## config.mk

```make
export PLATFORM = sky130hd
export DESIGN_NAME = irq_prio_regs
export DESIGN_NICKNAME = d
export VERILOG_FILES = /design/src/core/irq_prio_pkg.sv /design/src/core/prio_store_if.sv /design/src/core/irq_prio_regs.sv /design/src/core/prio_store.sv
export SDC_FILE = /design/constraint.sdc
export NUM_CORES = 1
export LEC_CHECK = 0
export BUFFER_PORTS_ARGS = -buffer_cell sky130_fd_sc_hd__buf_2
export CAP_MARGIN = 0
export CORE_UTILIZATION = 45
export CTS_BUF_LIST = sky130_fd_sc_hd__clkbuf_8 sky130_fd_sc_hd__clkbuf_16
export DETAILED_ROUTE_END_ITERATION = 16
export PLACE_DENSITY = 0.71
export SLEW_MARGIN = 20
export SYNTH_ARGS = -nofsm -noshare
export SYNTH_HDL_FRONTEND = slang
export SYNTH_HIERARCHICAL = 1
export SYNTH_SLANG_ARGS = --single-unit
```

## constraint.sdc

```tcl
create_clock -name clock -period 2.8 [get_ports clock]
set_input_delay 0.28 -clock clock [delete_from_list [all_inputs] [get_ports clock]]
set_output_delay 0.28 -clock clock [all_outputs]
set_load 0.1 [all_outputs]
```

## src/core/irq_prio_pkg.sv

```systemverilog
// Package of offsets, field layout and reset values for the priority store.
// Assumes a 32-bit AXI4-Lite register bus, byte addresses relative to the
// system control space base.
//
// Contract
// - Four 2-bit fields at bits 7,15,23,31
// - Zero most urgent, three least urgent
// - Lines 12..15 at 0x40C, stepping four bytes
// - All priority registers reset to zero
// - Every field writable and read back
// - Offset 0x414 holds lines 20 to 23
// - Lines 0..11 from 0x400, same layout
`default_nettype none
package irq_prio_pkg;

  // Bus widths
  localparam int ADDR_WIDTH = 12;
  localparam int DATA_WIDTH = 32;

  // Offsets of the priority array
  localparam logic [11:0] PRIO_ARRAY_BASE  = 12'h400;
  localparam logic [11:0] PRIO_LINES_12_15 = 12'h40c;
  localparam logic [11:0] PRIO_LINES_16_19 = 12'h410;
  localparam logic [11:0] PRIO_LINES_20_23 = 12'h414;
  localparam logic [11:0] PRIO_LINES_24_27 = 12'h418;
  localparam logic [11:0] PRIO_LINES_28_31 = 12'h41c;

  // Range held by this block
  localparam int FIRST_LINE = 12;
  localparam int LINE_COUNT = 20;
  localparam int REG_COUNT  = 5;
  localparam int FIELDS_PER_REG = 4;

  // Field layout: each byte keeps its priority in its top two bits
  localparam int PRIO_WIDTH  = 2;
  localparam int FIELD_SHIFT = 6;
  localparam int FIELD_STEP  = 8;

  // Priority levels
  localparam logic [1:0] PRIO_MOST_URGENT  = 2'h0;
  localparam logic [1:0] PRIO_LEAST_URGENT = 2'h3;

  // Reset value of every priority register
  localparam logic [31:0] PRIO_RESET = 32'h0000_0000;
  localparam logic [31:0] READ_ZERO  = 32'h0000_0000;

  // AXI responses
  localparam logic [1:0] RESP_OKAY   = 2'h0;
  localparam logic [1:0] RESP_SLVERR = 2'h2;

endpackage : irq_prio_pkg
`default_nettype wire

```

## src/core/prio_store_if.sv

```systemverilog
// Interface between bus slave and priority storage.
// Assumes one clock; write and read decode are done in the slave.
`timescale 1ns/1ps
`default_nettype none
interface prio_store_if;
  import irq_prio_pkg::*;
  logic                  wr_en;   // One-cycle write strobe
  logic [2:0]            wr_sel;  // Register index 0..4
  logic [DATA_WIDTH-1:0] wr_data; // Strobe-merged write word
  logic [2:0]            rd_sel;  // Register index for read
  logic [DATA_WIDTH-1:0] rd_data; // Packed read word
  modport slave (output wr_en, wr_sel, wr_data, rd_sel, input rd_data);
  modport store (input wr_en, wr_sel, wr_data, rd_sel, output rd_data);
endinterface : prio_store_if
`default_nettype wire

```

## src/core/irq_prio_regs.sv

```systemverilog
// AXI4-Lite slave holding interrupt priorities for lines 12 to 31.
// Assumes addresses relative to the system control space base; the
// arbiter consuming line_priority sits outside and treats 0 as urgent.
`timescale 1ns/1ps
`default_nettype none
module irq_prio_regs
  import irq_prio_pkg::*;
(
  input  wire logic                         clock,
  input  wire logic                         reset,
  input  wire logic [ADDR_WIDTH-1:0]        s_axi_awaddr,
  input  wire logic [2:0]                   s_axi_awprot,
  input  wire logic                         s_axi_awvalid,
  output logic                              s_axi_awready,
  input  wire logic [DATA_WIDTH-1:0]        s_axi_wdata,
  input  wire logic [DATA_WIDTH/8-1:0]      s_axi_wstrb,
  input  wire logic                         s_axi_wvalid,
  output logic                              s_axi_wready,
  output logic [1:0]                        s_axi_bresp,
  output logic                              s_axi_bvalid,
  input  wire logic                         s_axi_bready,
  input  wire logic [ADDR_WIDTH-1:0]        s_axi_araddr,
  input  wire logic [2:0]                   s_axi_arprot,
  input  wire logic                         s_axi_arvalid,
  output logic                              s_axi_arready,
  output logic [DATA_WIDTH-1:0]             s_axi_rdata,
  output logic [1:0]                        s_axi_rresp,
  output logic                              s_axi_rvalid,
  input  wire logic                         s_axi_rready,
  output logic [LINE_COUNT*PRIO_WIDTH-1:0]  line_priority
);

  prio_store_if store_bus ();

  // Captured write address and data
  logic                  aw_held_q;
  logic [ADDR_WIDTH-1:0] aw_addr_q;
  logic                  w_held_q;
  logic [DATA_WIDTH-1:0] w_data_q;
  logic [3:0]            w_strb_q;

  // Address decode results
  logic       wr_hit;
  logic [2:0] wr_idx;
  logic       rd_hit;
  logic [2:0] rd_idx;

  // First register of this block, reckoned from the start of the array;
  // lines 0..11 occupy the three words below it with the same layout
  localparam logic [ADDR_WIDTH-1:0] FIRST_REG_OFFSET =
    PRIO_ARRAY_BASE + ADDR_WIDTH'(FIRST_LINE / FIELDS_PER_REG * 4);

  // Map an offset to a register index; lines 0..11 live elsewhere
  // Index 8 flags a miss, so the top bit alone tells hit from miss
  function automatic logic [3:0] decode(input logic [ADDR_WIDTH-1:0] a);
    logic [3:0] r;
    r = 4'h8;
    if (a == FIRST_REG_OFFSET) begin
      r = 4'h0;
    end else if (a == PRIO_LINES_16_19) begin
      r = 4'h1;
    end else if (a == PRIO_LINES_20_23) begin
      r = 4'h2;
    end else if (a == PRIO_LINES_24_27) begin
      r = 4'h3;
    end else if (a == PRIO_LINES_28_31) begin
      r = 4'h4;
    end
    return r;
  endfunction : decode

  logic [3:0] wr_dec;
  logic [3:0] rd_dec;
  assign wr_dec = decode(aw_addr_q);
  assign rd_dec = decode(s_axi_araddr);
  assign wr_hit = !wr_dec[3];
  assign wr_idx = wr_dec[2:0];
  assign rd_hit = !rd_dec[3];
  assign rd_idx = rd_dec[2:0];

  // Ready while nothing held and no response pending
  // Write timing, counted from the edge that takes the later channel:
  //   edge 0  address and data held
  //   cycle 1 merge and commit into the store
  //   edge 1  store updated, response raised
  //   edge 2+ response stands until bready is seen high
  // Holding both channels first lets them arrive in either order,
  // at the cost of one cycle of latency per write.
  assign s_axi_awready = !aw_held_q && !s_axi_bvalid;
  assign s_axi_wready  = !w_held_q && !s_axi_bvalid;

  // Write address capture
  always_ff @(posedge clock) begin
    if (reset) begin
      aw_held_q <= 1'b0;
      aw_addr_q <= '0;
    end else if (s_axi_awvalid && s_axi_awready) begin
      aw_held_q <= 1'b1;
      aw_addr_q <= s_axi_awaddr;
    end else if (aw_held_q && w_held_q) begin
      aw_held_q <= 1'b0;
    end
  end

  // Write data capture
  always_ff @(posedge clock) begin
    if (reset) begin
      w_held_q <= 1'b0;
      w_data_q <= '0;
      w_strb_q <= '0;
    end else if (s_axi_wvalid && s_axi_wready) begin
      w_held_q <= 1'b1;
      w_data_q <= s_axi_wdata;
      w_strb_q <= s_axi_wstrb;
    end else if (aw_held_q && w_held_q) begin
      w_held_q <= 1'b0;
    end
  end

  // Each field sits in its own byte lane, so lanes merge per byte
  logic [DATA_WIDTH-1:0] merged;
  always_comb begin
    for (int b = 0; b < 4; b++) begin
      merged[b*8 +: 8] = w_strb_q[b] ? w_data_q[b*8 +: 8]
                                     : store_bus.rd_data[b*8 +: 8];
    end
  end

  // Store port: read side shares the index during a write merge
  logic do_write;
  assign do_write          = aw_held_q && w_held_q;
  // Address read is refused while a write commits: the store's read
  // port is lent to the merge then, and a taken address would be lost
  assign s_axi_arready     = !s_axi_rvalid && !do_write;
  assign store_bus.wr_en   = do_write && wr_hit;
  assign store_bus.wr_sel  = wr_idx;
  assign store_bus.wr_data = merged;
  assign store_bus.rd_sel  = do_write ? wr_idx : rd_idx;

  // Write response; unmapped offsets answer SLVERR
  always_ff @(posedge clock) begin
    if (reset) begin
      s_axi_bvalid <= 1'b0;
      s_axi_bresp  <= RESP_OKAY;
    end else if (do_write) begin
      s_axi_bvalid <= 1'b1;
      s_axi_bresp  <= wr_hit ? RESP_OKAY : RESP_SLVERR;
    end else if (s_axi_bready) begin
      s_axi_bvalid <= 1'b0;
    end
  end

  // Read response; a pending write merge holds off reads one cycle
  logic rd_take;
  assign rd_take = s_axi_arvalid && s_axi_arready && !do_write;
  always_ff @(posedge clock) begin
    if (reset) begin
      s_axi_rvalid <= 1'b0;
      s_axi_rdata  <= READ_ZERO;
      s_axi_rresp  <= RESP_OKAY;
    end else if (rd_take) begin
      s_axi_rvalid <= 1'b1;
      s_axi_rdata  <= rd_hit ? store_bus.rd_data : READ_ZERO;
      s_axi_rresp  <= rd_hit ? RESP_OKAY : RESP_SLVERR;
    end else if (s_axi_rready) begin
      s_axi_rvalid <= 1'b0;
    end
  end

  // Storage; the arbiter reads 0 as most urgent, 3 as least
  prio_store u_store (
    .clock         (clock),
    .reset         (reset),
    .bus           (store_bus.store),
    .line_priority (line_priority)
  );

endmodule : irq_prio_regs
`default_nettype wire

```

## src/core/prio_store.sv

```systemverilog
// Priority storage for lines 12 to 31, one 2-bit field per line.
// Assumes the bus slave has already decoded the register index.
`timescale 1ns/1ps
`default_nettype none
module prio_store
  import irq_prio_pkg::*;
(
  input  wire logic                         clock,
  input  wire logic                         reset,
  prio_store_if.store                       bus,
  output logic [LINE_COUNT*PRIO_WIDTH-1:0]  line_priority
);

  // One field per line; index 0 is line 12
  logic [PRIO_WIDTH-1:0] prio_q [LINE_COUNT];

  // Per-line storage, reset to most urgent
  for (genvar i = 0; i < LINE_COUNT; i++) begin : g_line
    localparam int REG_IDX = i / FIELDS_PER_REG;
    localparam int LSB = (i % FIELDS_PER_REG) * FIELD_STEP + FIELD_SHIFT;
    always_ff @(posedge clock) begin
      if (reset) begin
        prio_q[i] <= PRIO_MOST_URGENT;
      end else if (bus.wr_en && bus.wr_sel == 3'(REG_IDX)) begin
        // Only field bits are taken, reserved bits drop away
        prio_q[i] <= bus.wr_data[LSB +: PRIO_WIDTH];
      end
    end
    assign line_priority[i*PRIO_WIDTH +: PRIO_WIDTH] = prio_q[i];
  end

  // Read packing; reserved bits stay zero
  always_comb begin
    bus.rd_data = READ_ZERO;
    for (int f = 0; f < FIELDS_PER_REG; f++) begin
      if (int'(bus.rd_sel) < REG_COUNT) begin
        bus.rd_data[f*FIELD_STEP+FIELD_SHIFT +: PRIO_WIDTH] =
          prio_q[int'(bus.rd_sel)*FIELDS_PER_REG + f];
      end
    end
  end

endmodule : prio_store
`default_nettype wire

```

; Yosys cells after proc, flatten, opt, wreduce, memory -nomap -nowiden
; Memory sizes are Yosys's and may differ from the RTL's.
; Cells that the tools add are included.
[word_totals]
register_bits = 88
ram_bits = 40
input_bits = 73
elab_cells = 140
n_memories = 1
[classes]
n_addsub = 3
magnitude_cmp = 1
n_eq_ne = 14
n_mux = 66
n_bitwise = 20
n_reduce_logical = 25
[mem_list]
columns = memory, depth, width, rd, rd_clocked_by_memory_dff, wr, line_no
row1 = u_store.prio_q, 20, 2, 24, 0, 20, prio_store.sv:15  ; logic [PRIO_WIDTH-1:0] prio_q [LINE_COUNT];
[ops]
columns = op, count
row1 = "12-bit by 11-bit == test with 1-bit output, second input constant", 10
row2 = 2-bit 2-to-1 mux, 26
row3 = 4-bit 2-to-1 mux, 10
row4 = 32-bit 2-to-1 mux, 1
row5 = 8-bit 2-to-1 mux, 4
row6 = 1-bit 2-to-1 mux, 24
row7 = 1-bit OR, 20
row8 = 1-bit logical AND, 14
row9 = "5-bit by 2-bit adder with 5-bit output, second input constant", 2
row10 = 2-bit nonzero test, 4
row11 = "3-bit by 2-bit == test with 1-bit output, second input constant", 2
row12 = 1-bit logical NOT, 6
row13 = "5-bit by 1-bit adder with 5-bit output, second input constant", 1
row14 = "3-bit by 1-bit == test with 1-bit output, second input constant", 1
row15 = "3-bit == test, second input constant", 1
row16 = 3-bit logical NOT, 1
row17 = "3-bit < comparator, second input constant", 1
row18 = 3-bit 2-to-1 mux, 1

; Logic depth before layout (Yosys ltp)
; Gate-level depths: netlist of the first run.
[logic_depth]
ltp_word = 13
depth_mapped = 11

; Hierarchy
; The synthesis of the first run kept the hierarchy.
[by_module_without_submodules]
columns = module, instances, cells_each, area_per_inst_um2, seq_area_each_um2
row1 = irq_prio_regs, 1, 436, 3663.5, 1721.7
row2 = prio_store, 1, 158, 2103.3, 1201.2

; Worst setup path before layout of the first run
; Ideal clock, no wire load.
[synth_timing]
path_kind = reg2reg
startpoint = register s_axi_rvalid
endpoint = register s_axi_rdata[10]
setup_ns = 0.117
t_arrival_ns = 3.344
t_required_ns = 2.683
slack_ns = -0.660
stages_incl_launch_ff = 6
n_path_buf = 1
synth_period_minus_slack_ns = 3.460
path_cell_list = dfxtp_1 > a21oi_1 > nand2_1 > o21bai_2 > buf_6 > a21oi_2
[synth_between]
elab_chain_len = 4
[synth_lines]
columns = item, line_no
row1 = from (decl), irq_prio_regs.sv:28  ; output logic s_axi_rvalid,
row2 = from (signal assigned), irq_prio_regs.sv:158  ; s_axi_rvalid <= 1'b0;
row3 = from (signal assigned), irq_prio_regs.sv:162  ; s_axi_rvalid <= 1'b1;
row4 = from (signal assigned), irq_prio_regs.sv:166  ; s_axi_rvalid <= 1'b0;
row5 = 1-bit logical NOT, irq_prio_regs.sv:134  ; assign s_axi_arready = !s_axi_rvalid && !do_write;
row6 = 1-bit logical AND, irq_prio_regs.sv:134
row7 = named net s_axi_arready, irq_prio_regs.sv:25  ; output logic s_axi_arready,
row8 = 1-bit logical AND (2 in a row), irq_prio_regs.sv:155  ; assign rd_take = s_axi_arvalid && s_axi_arready && !do_write;
row9 = to (signal assigned), irq_prio_regs.sv:163  ; s_axi_rdata <= rd_hit ? store_bus.rd_data : READ_ZERO;
row10 = to (decl), irq_prio_regs.sv:26  ; output logic [DATA_WIDTH-1:0] s_axi_rdata,
; The timed path passes the listed nets, and every way through them passes these cells.
; A chain may end at the register's enable or synchronous reset.

==> metrics.txt, run 1 <==
outcome complete, but fails checks; failing checks negative setup slack; Leak 0.00250 uW; DR pass1 iterations 5; worst slew pin tran around 0.67 ns; PortBufs 121; CP max FO 5; Max Slew Vio Count 0; Total GRT Usage 0.216; worst-skew pair later-pin latency 0.37 ns; Synth Cell Area 0.00472 sq mm; data arrival time of the critical path 3.34 ns; row cnt 37; routed len/inst about 16 microns; Die Y 104 microns; die span in x 104 microns; core area 0.0102 sq mm; clk sink count 102; commonest non-fill, non-tap cell in the layout buf_2; number of I/O pins 154; CTS tree built; final WL 11,600 microns; hpwl dp 8460 microns; GR Overflow Total 0; Synth Instances ~470; Starting Density 0.461; Reg area ~0.0024 sq mm; Max VDD drop around 0.25 mV; Critical Path RT roughly 3 ns; vias in the first global route 3,654; crit share post-route 1.15; Initial DRC Count about 240; CTS root buffer clkbuf_8; die area 0.0109 sq mm; Ant. Diodes 0; H-tree levels 3; Nets 676; share of layout cells above drive strength 1 0.433; via count 3,674; unrepaired setup endpoints after global routing true; CTS buffer count 9; Final setup viols 48; clock-pin slew on the worst setup and hold paths 0.09 ns; Max Freq 0.311 GHz; Final Hold Vio Count 0; Remaining DRCs 0; setup TNS -15.70 ns; largest net degree at the start of global routing 34; most frequent cells in the layout buf_2, nand2_1, dfxtp_1; area occupied by multi-input gates 0.00219 sq mm; fin crit period 3.22 ns; Max-Slew Margin vs Limit 0.549; pre-CTS WS -0.339 ns; crit path capture type flip-flop; post-route ant nets 0; CP Launch Type flip-flop; HP Class in2reg; area delta synth->final 24.4%; RePlAce Congestion 0.816; fin util 0.573; PwrDens 563 mW/mm^2; global-route wire length before repair 18,000 microns; Final Worst Setup Slack -0.417 ns; Vias/cell 4.94; Worst Clk Skew 0.0102 ns; CP Class reg2reg; clk buf depth 2; Max Cap Viol 0; Avg Inst Size Synth roughly 10 sq um; fillers 917; Synth warnings 6; initial antenna violation count 0
==> critical path, stage by stage (launching register included) <==
cell	delay [ns]
dfxtp_2	0.33
or4_4	0.53
nor4_4	0.30
nand4b_4	0.17
buf_4	0.18
o32ai_2	0.26
buf_4	0.17
nor3b_2	0.05
buf_4	0.15
a221o_1	0.36
mux2_4	0.33
and2_1	0.15
==> state kept, by name, summed over array words and instances (netlist names) <==
register        flops
w_held_q            1
s_axi_rdata        32
s_axi_bvalid        1
aw_held_q           1
u_store/prio_q     40
w_strb_q            4
s_axi_bresp         1
aw_addr_q          12
s_axi_rresp         1
s_axi_rvalid        1
w_data_q            8
==> worst paths after layout <==
path	startpoint	end	slack, ns	depth (start not counted)
max	aw_addr_q[6]$_SDFFE_PP0P_	u_store/prio_q[8][1]$_SDFFCE_PN0P_	-0.42	11
max reg2reg	aw_addr_q[6]$_SDFFE_PP0P_	u_store/prio_q[8][1]$_SDFFCE_PN0P_	-0.42	11
min reg2reg	s_axi_rdata[0]$_SDFFE_PP0P_	s_axi_rdata[0]$_SDFFE_PP0P_	0.46	2
min	s_axi_wdata[22]	w_data_q[22]$_SDFFE_PP0P_	0.14	3
==> final cells by class <==
cell class,count,area share
sequential,102,0.417
clock buffer,10,0.0235
clock inverter,5,0.00853
multi-input combinational,336,0.373
tap,136,0.0290
timing repair buffer,152,0.148
inverter,2,0.00128
==> per-stage QoR <==
step                instances  hold WS [ns]  power [uW]  instance area (sq um)
floorplan                 498         0.416        2290                   4870
global placement          722         0.440        2400                   5500
detailed placement        722         0.451        2400                   5500
CTS                       740         0.130        3310                   5740
global route              743         0.133        3430                   5870
finish                    743         0.141        3300                   5870
==> repair_timing <==
| action | 4_1_cts | 5_1_grt |
|---|---|---|
| hold buffers | 0 | 0 |
| setup endpoints to repair | 48 | 48 |
| pin swaps | 0 | 12 |
| buffers inserted | 2 | 5 |
| gates cloned | 1 | 0 |
| resized for setup | 7 | 32 |
==> layer usage <==
metal | track usage | wire length, microns | part of all wire
met5 | 0 | 0 | 0
met4 | 0.0786 | 192 | 0.017
met3 | 0.0432 | 682 | 0.059
met2 | 0.366 | 5750 | 0.50
met1 | 0.271 | 4960 | 0.43
==> power by group <==
| part | total, uW | internal, uW | leakage (uW) | switching, uW |
|---|---|---|---|---|
| clock network | 916 | 428 | 0.000106 | 487 |
| logic | 730 | 158 | 0.00148 | 573 |
| registers | 1660 | 1610 | 0.000921 | 49.1 |
| total | 3300 | 2190 | 0.00250 | 1110 |
Power figures use the tool's default switching activity.
==> inputs of run 2 (changes only) <==
BUFFER_PORTS_ARGS = -buffer_cell sky130_fd_sc_hd__clkbuf_2   (was -buffer_cell sky130_fd_sc_hd__buf_2)
==> run 2 against run 1 <==
  * The run still ends with negative setup slack left
  * Via count rose by 0.95%
  * Largest cell class unchanged
  * Utilization fell by 0.28 points
  * Maximum frequency rose by 1.4%
  * Total power rose by 2.6%
  * Die area did not move
  * First-iteration DRC count fell by 29%
  * Worst setup slack improved by 0.043 ns
  * Sequential power barely moved
==> metrics.txt, run 2 (same netlist as run 1, synthesis figures left out) <==
Worst Clk Skew 0.0109 ns (+0.000675 ns); hpwl dp 8660 microns (+2.4%); worst path bufs/invs 3 (unchanged); commonest non-fill, non-tap cell in the layout clkbuf_2; worst path cell trace or4_4 > nor4_4 > nand4b_4 > buf_4 > o32ai_4 > buf_6 > nor3b_2 > buf_4 > a221o_1 > mux2_4 > and2_1; Ant. Diodes 0 (unchanged); CP max FO 7 (+2); Vias/cell 5.01 (+1.4%); CTS tree built; PortBufs 121 (unchanged); GR Overflow Total 0 (unchanged); CTS buffer count 9 (unchanged); largest registers u_store/prio_q: 40 flops, s_axi_rdata: 32 flops, aw_addr_q: 12 flops; clock-pin slew on the worst setup and hold paths 0.10 ns (about the same); max reg flops 40 (unchanged); global-route wire length before repair 18,100 microns (+0.34%); RePlAce Congestion 0.833 (+2.0%); Biggest register u_store/prio_q; Total GRT Usage 0.216 (+0.000794); H-tree levels 3 (unchanged); Leak 0.00243 uW (-2.9%); unrepaired setup endpoints after global routing true; DR pass1 iterations 5 (unchanged); Max Cap Viol 0 (unchanged); Remaining DRCs 0 (unchanged); R2R Path Start aw_addr_q[5]$_SDFFE_PP0P_; Crit path top cell by count buf_4; worst reg2reg setup slack -0.37 ns (+0.04 ns); Max Freq 0.315 GHz (+1.4%); CTS root buffer clkbuf_8; failing checks negative setup slack; Final Hold Vio Count 0 (unchanged); Critical Path RT 2.92 ns (about the same); final WL 11,600 microns (+0.19%); initial antenna violation count 0 (unchanged); routed len/inst 15.7 microns (+0.60%); Max-Slew Margin vs Limit 0.540 (-0.00861); number of I/O pins 154 (unchanged); Max Slew Vio Count 0 (unchanged); fillers 899 (-2.0%); Final setup viols 44 (-8.3%); area occupied by multi-input gates 0.00214 sq mm (-2.3%); Fin Hold WS 0.122 ns (-0.0183 ns); worst slew pin tran 0.688 ns (+0.0136 ns); Crit-path slowest cell or4_4; largest net degree at the start of global routing 34 (unchanged); Die Y 104 microns (unchanged); Min-Delay Path Depth 3 (unchanged); CP Class reg2reg; crit share post-route 1.13 (-0.0154); HP Class in2reg; die area 0.0109 sq mm (unchanged); worst reg2reg path depth 11 (unchanged); Hold Path End aw_addr_q[0]$_SDFFE_PP0P_; Nets 672 (-0.59%); most frequent cells in the layout clkbuf_2, nand2_1, dfxtp_1; clk sink count 102 (unchanged); PwrDens 581 mW/mm^2 (+3.1%); worst-skew pair later-pin latency 0.37 ns (about the same); Post-CTS Hold Fix Bufs 0 (unchanged); via count 3,709 (+0.95%); setup TNS -12.69 ns (+3.00 ns); core area 0.0102 sq mm (unchanged); row cnt 37 (unchanged); Reg area 0.00244 sq mm (about the same); CP Launch Type flip-flop; vias in the first global route 3,664 (+0.27%); die span in x 104 microns (unchanged); crit-path leading delay family simple AND/OR/NAND/NOR gates; Max VDD drop 0.225 mV (-9.1%); Initial DRC Count 173 (-29%); HP Start s_axi_awaddr[0]; Largest stage delay, worst path 0.53 ns (about the same); share of layout cells above drive strength 1 0.401 (-0.0326); R2R Path End u_store/prio_q[16][1]$_SDFFCE_PN0P_; post-route ant nets 0 (unchanged); fin crit period 3.17 ns (-0.0432 ns); area delta synth->final 23.8%; data arrival time of the critical path 3.29 ns (-0.05 ns); crit path capture type flip-flop; outcome complete, but fails checks; fin util 0.571 (-0.00281); Final Worst Setup Slack -0.374 ns (+0.0432 ns); Starting Density 0.461 (unchanged); pre-CTS WS -0.376 ns (-0.0371 ns); clk buf depth 2 (unchanged)
==> run 2: cell types whose count changed in the layout (fill, tap and decap cells not counted), sizes merged <==
| cell | delta |
|---|---|
| buf | -125 |
| clkbuf | +124 |
| inv | -3 |
| bufinv | -1 |
| clkinv | +1 |
| clkinvlp | +1 |
==> run 2: how the worst max path moves through the flow <==
| stage | depth (start not counted) | startpoint | slack (ns) | endpoint |
|---|---|---|---|---|
| final | 11 | aw_addr_q[5]$_SDFFE_PP0P_ | -0.37 | u_store/prio_q[16][1]$_SDFFCE_PN0P_ |
| after global routing | 11 | aw_addr_q[5]$_SDFFE_PP0P_ | -0.45 | u_store/prio_q[12][1]$_SDFFCE_PN0P_ |
| after CTS | 9 | aw_addr_q[5]$_SDFFE_PP0P_ | -0.37 | u_store/prio_q[3][1]$_SDFFCE_PN0P_ |
| after detailed placement | 9 | aw_addr_q[5]$_SDFFE_PP0P_ | -0.38 | u_store/prio_q[15][1]$_SDFFCE_PN0P_ |
| after global placement | 9 | aw_addr_q[5]$_SDFFE_PP0P_ | -0.31 | u_store/prio_q[15][1]$_SDFFCE_PN0P_ |
| after floorplan | 9 | aw_addr_q[5]$_SDFFE_PP0P_ | -0.15 | u_store/prio_q[13][0]$_SDFFCE_PN0P_ |
==> run 2: worst register-to-register path, stage by stage, from the launching register on <==
cell,delay [ns]
dfxtp_2,0.33
or4_4,0.53
nor4_4,0.23
nand4b_4,0.17
buf_4,0.18
o32ai_4,0.27
buf_6,0.14
nor3b_2,0.04
buf_4,0.16
a221o_1,0.39
mux2_4,0.33
and2_1,0.16
==> run 2: per-stage QoR <==
stage,cell area (sq um),std cells,power [uW]
floorplan,4870,498,2290
global placement,5490,721,2400
detailed placement,5490,721,2410
CTS,5750,737,3400
global route,5840,740,3510
finish,5840,740,3390
==> run 2: timing repair <==
item                       in CTS  in global routing
setup endpoints to repair      48                 48
setup buffers                   0                  2
gates resized for setup         3                 13
==> run 2: report_power, final <==
group	switching [uW]	total, uW	internal, uW
Combinational	572	725	154
Sequential	50.9	1660	1610
Clock	497	1010	509
==> run 2: area by class of cell <==
type                    count  area share
clock buffers              13      0.0364
multi-input cells         336       0.367
inverters                   2     0.00129
clock inverters             3     0.00343
well taps                 136      0.0291
repair buffers            148       0.144
flip-flops and latches    102       0.419
==> run 2: routing by layer <==
layer | global-route usage | share of wire
met1 | 0.263 | 0.42
met2 | 0.376 | 0.51
met3 | 0.0332 | 0.048
met4 | 0.100 | 0.019
met5 | 0 | 0
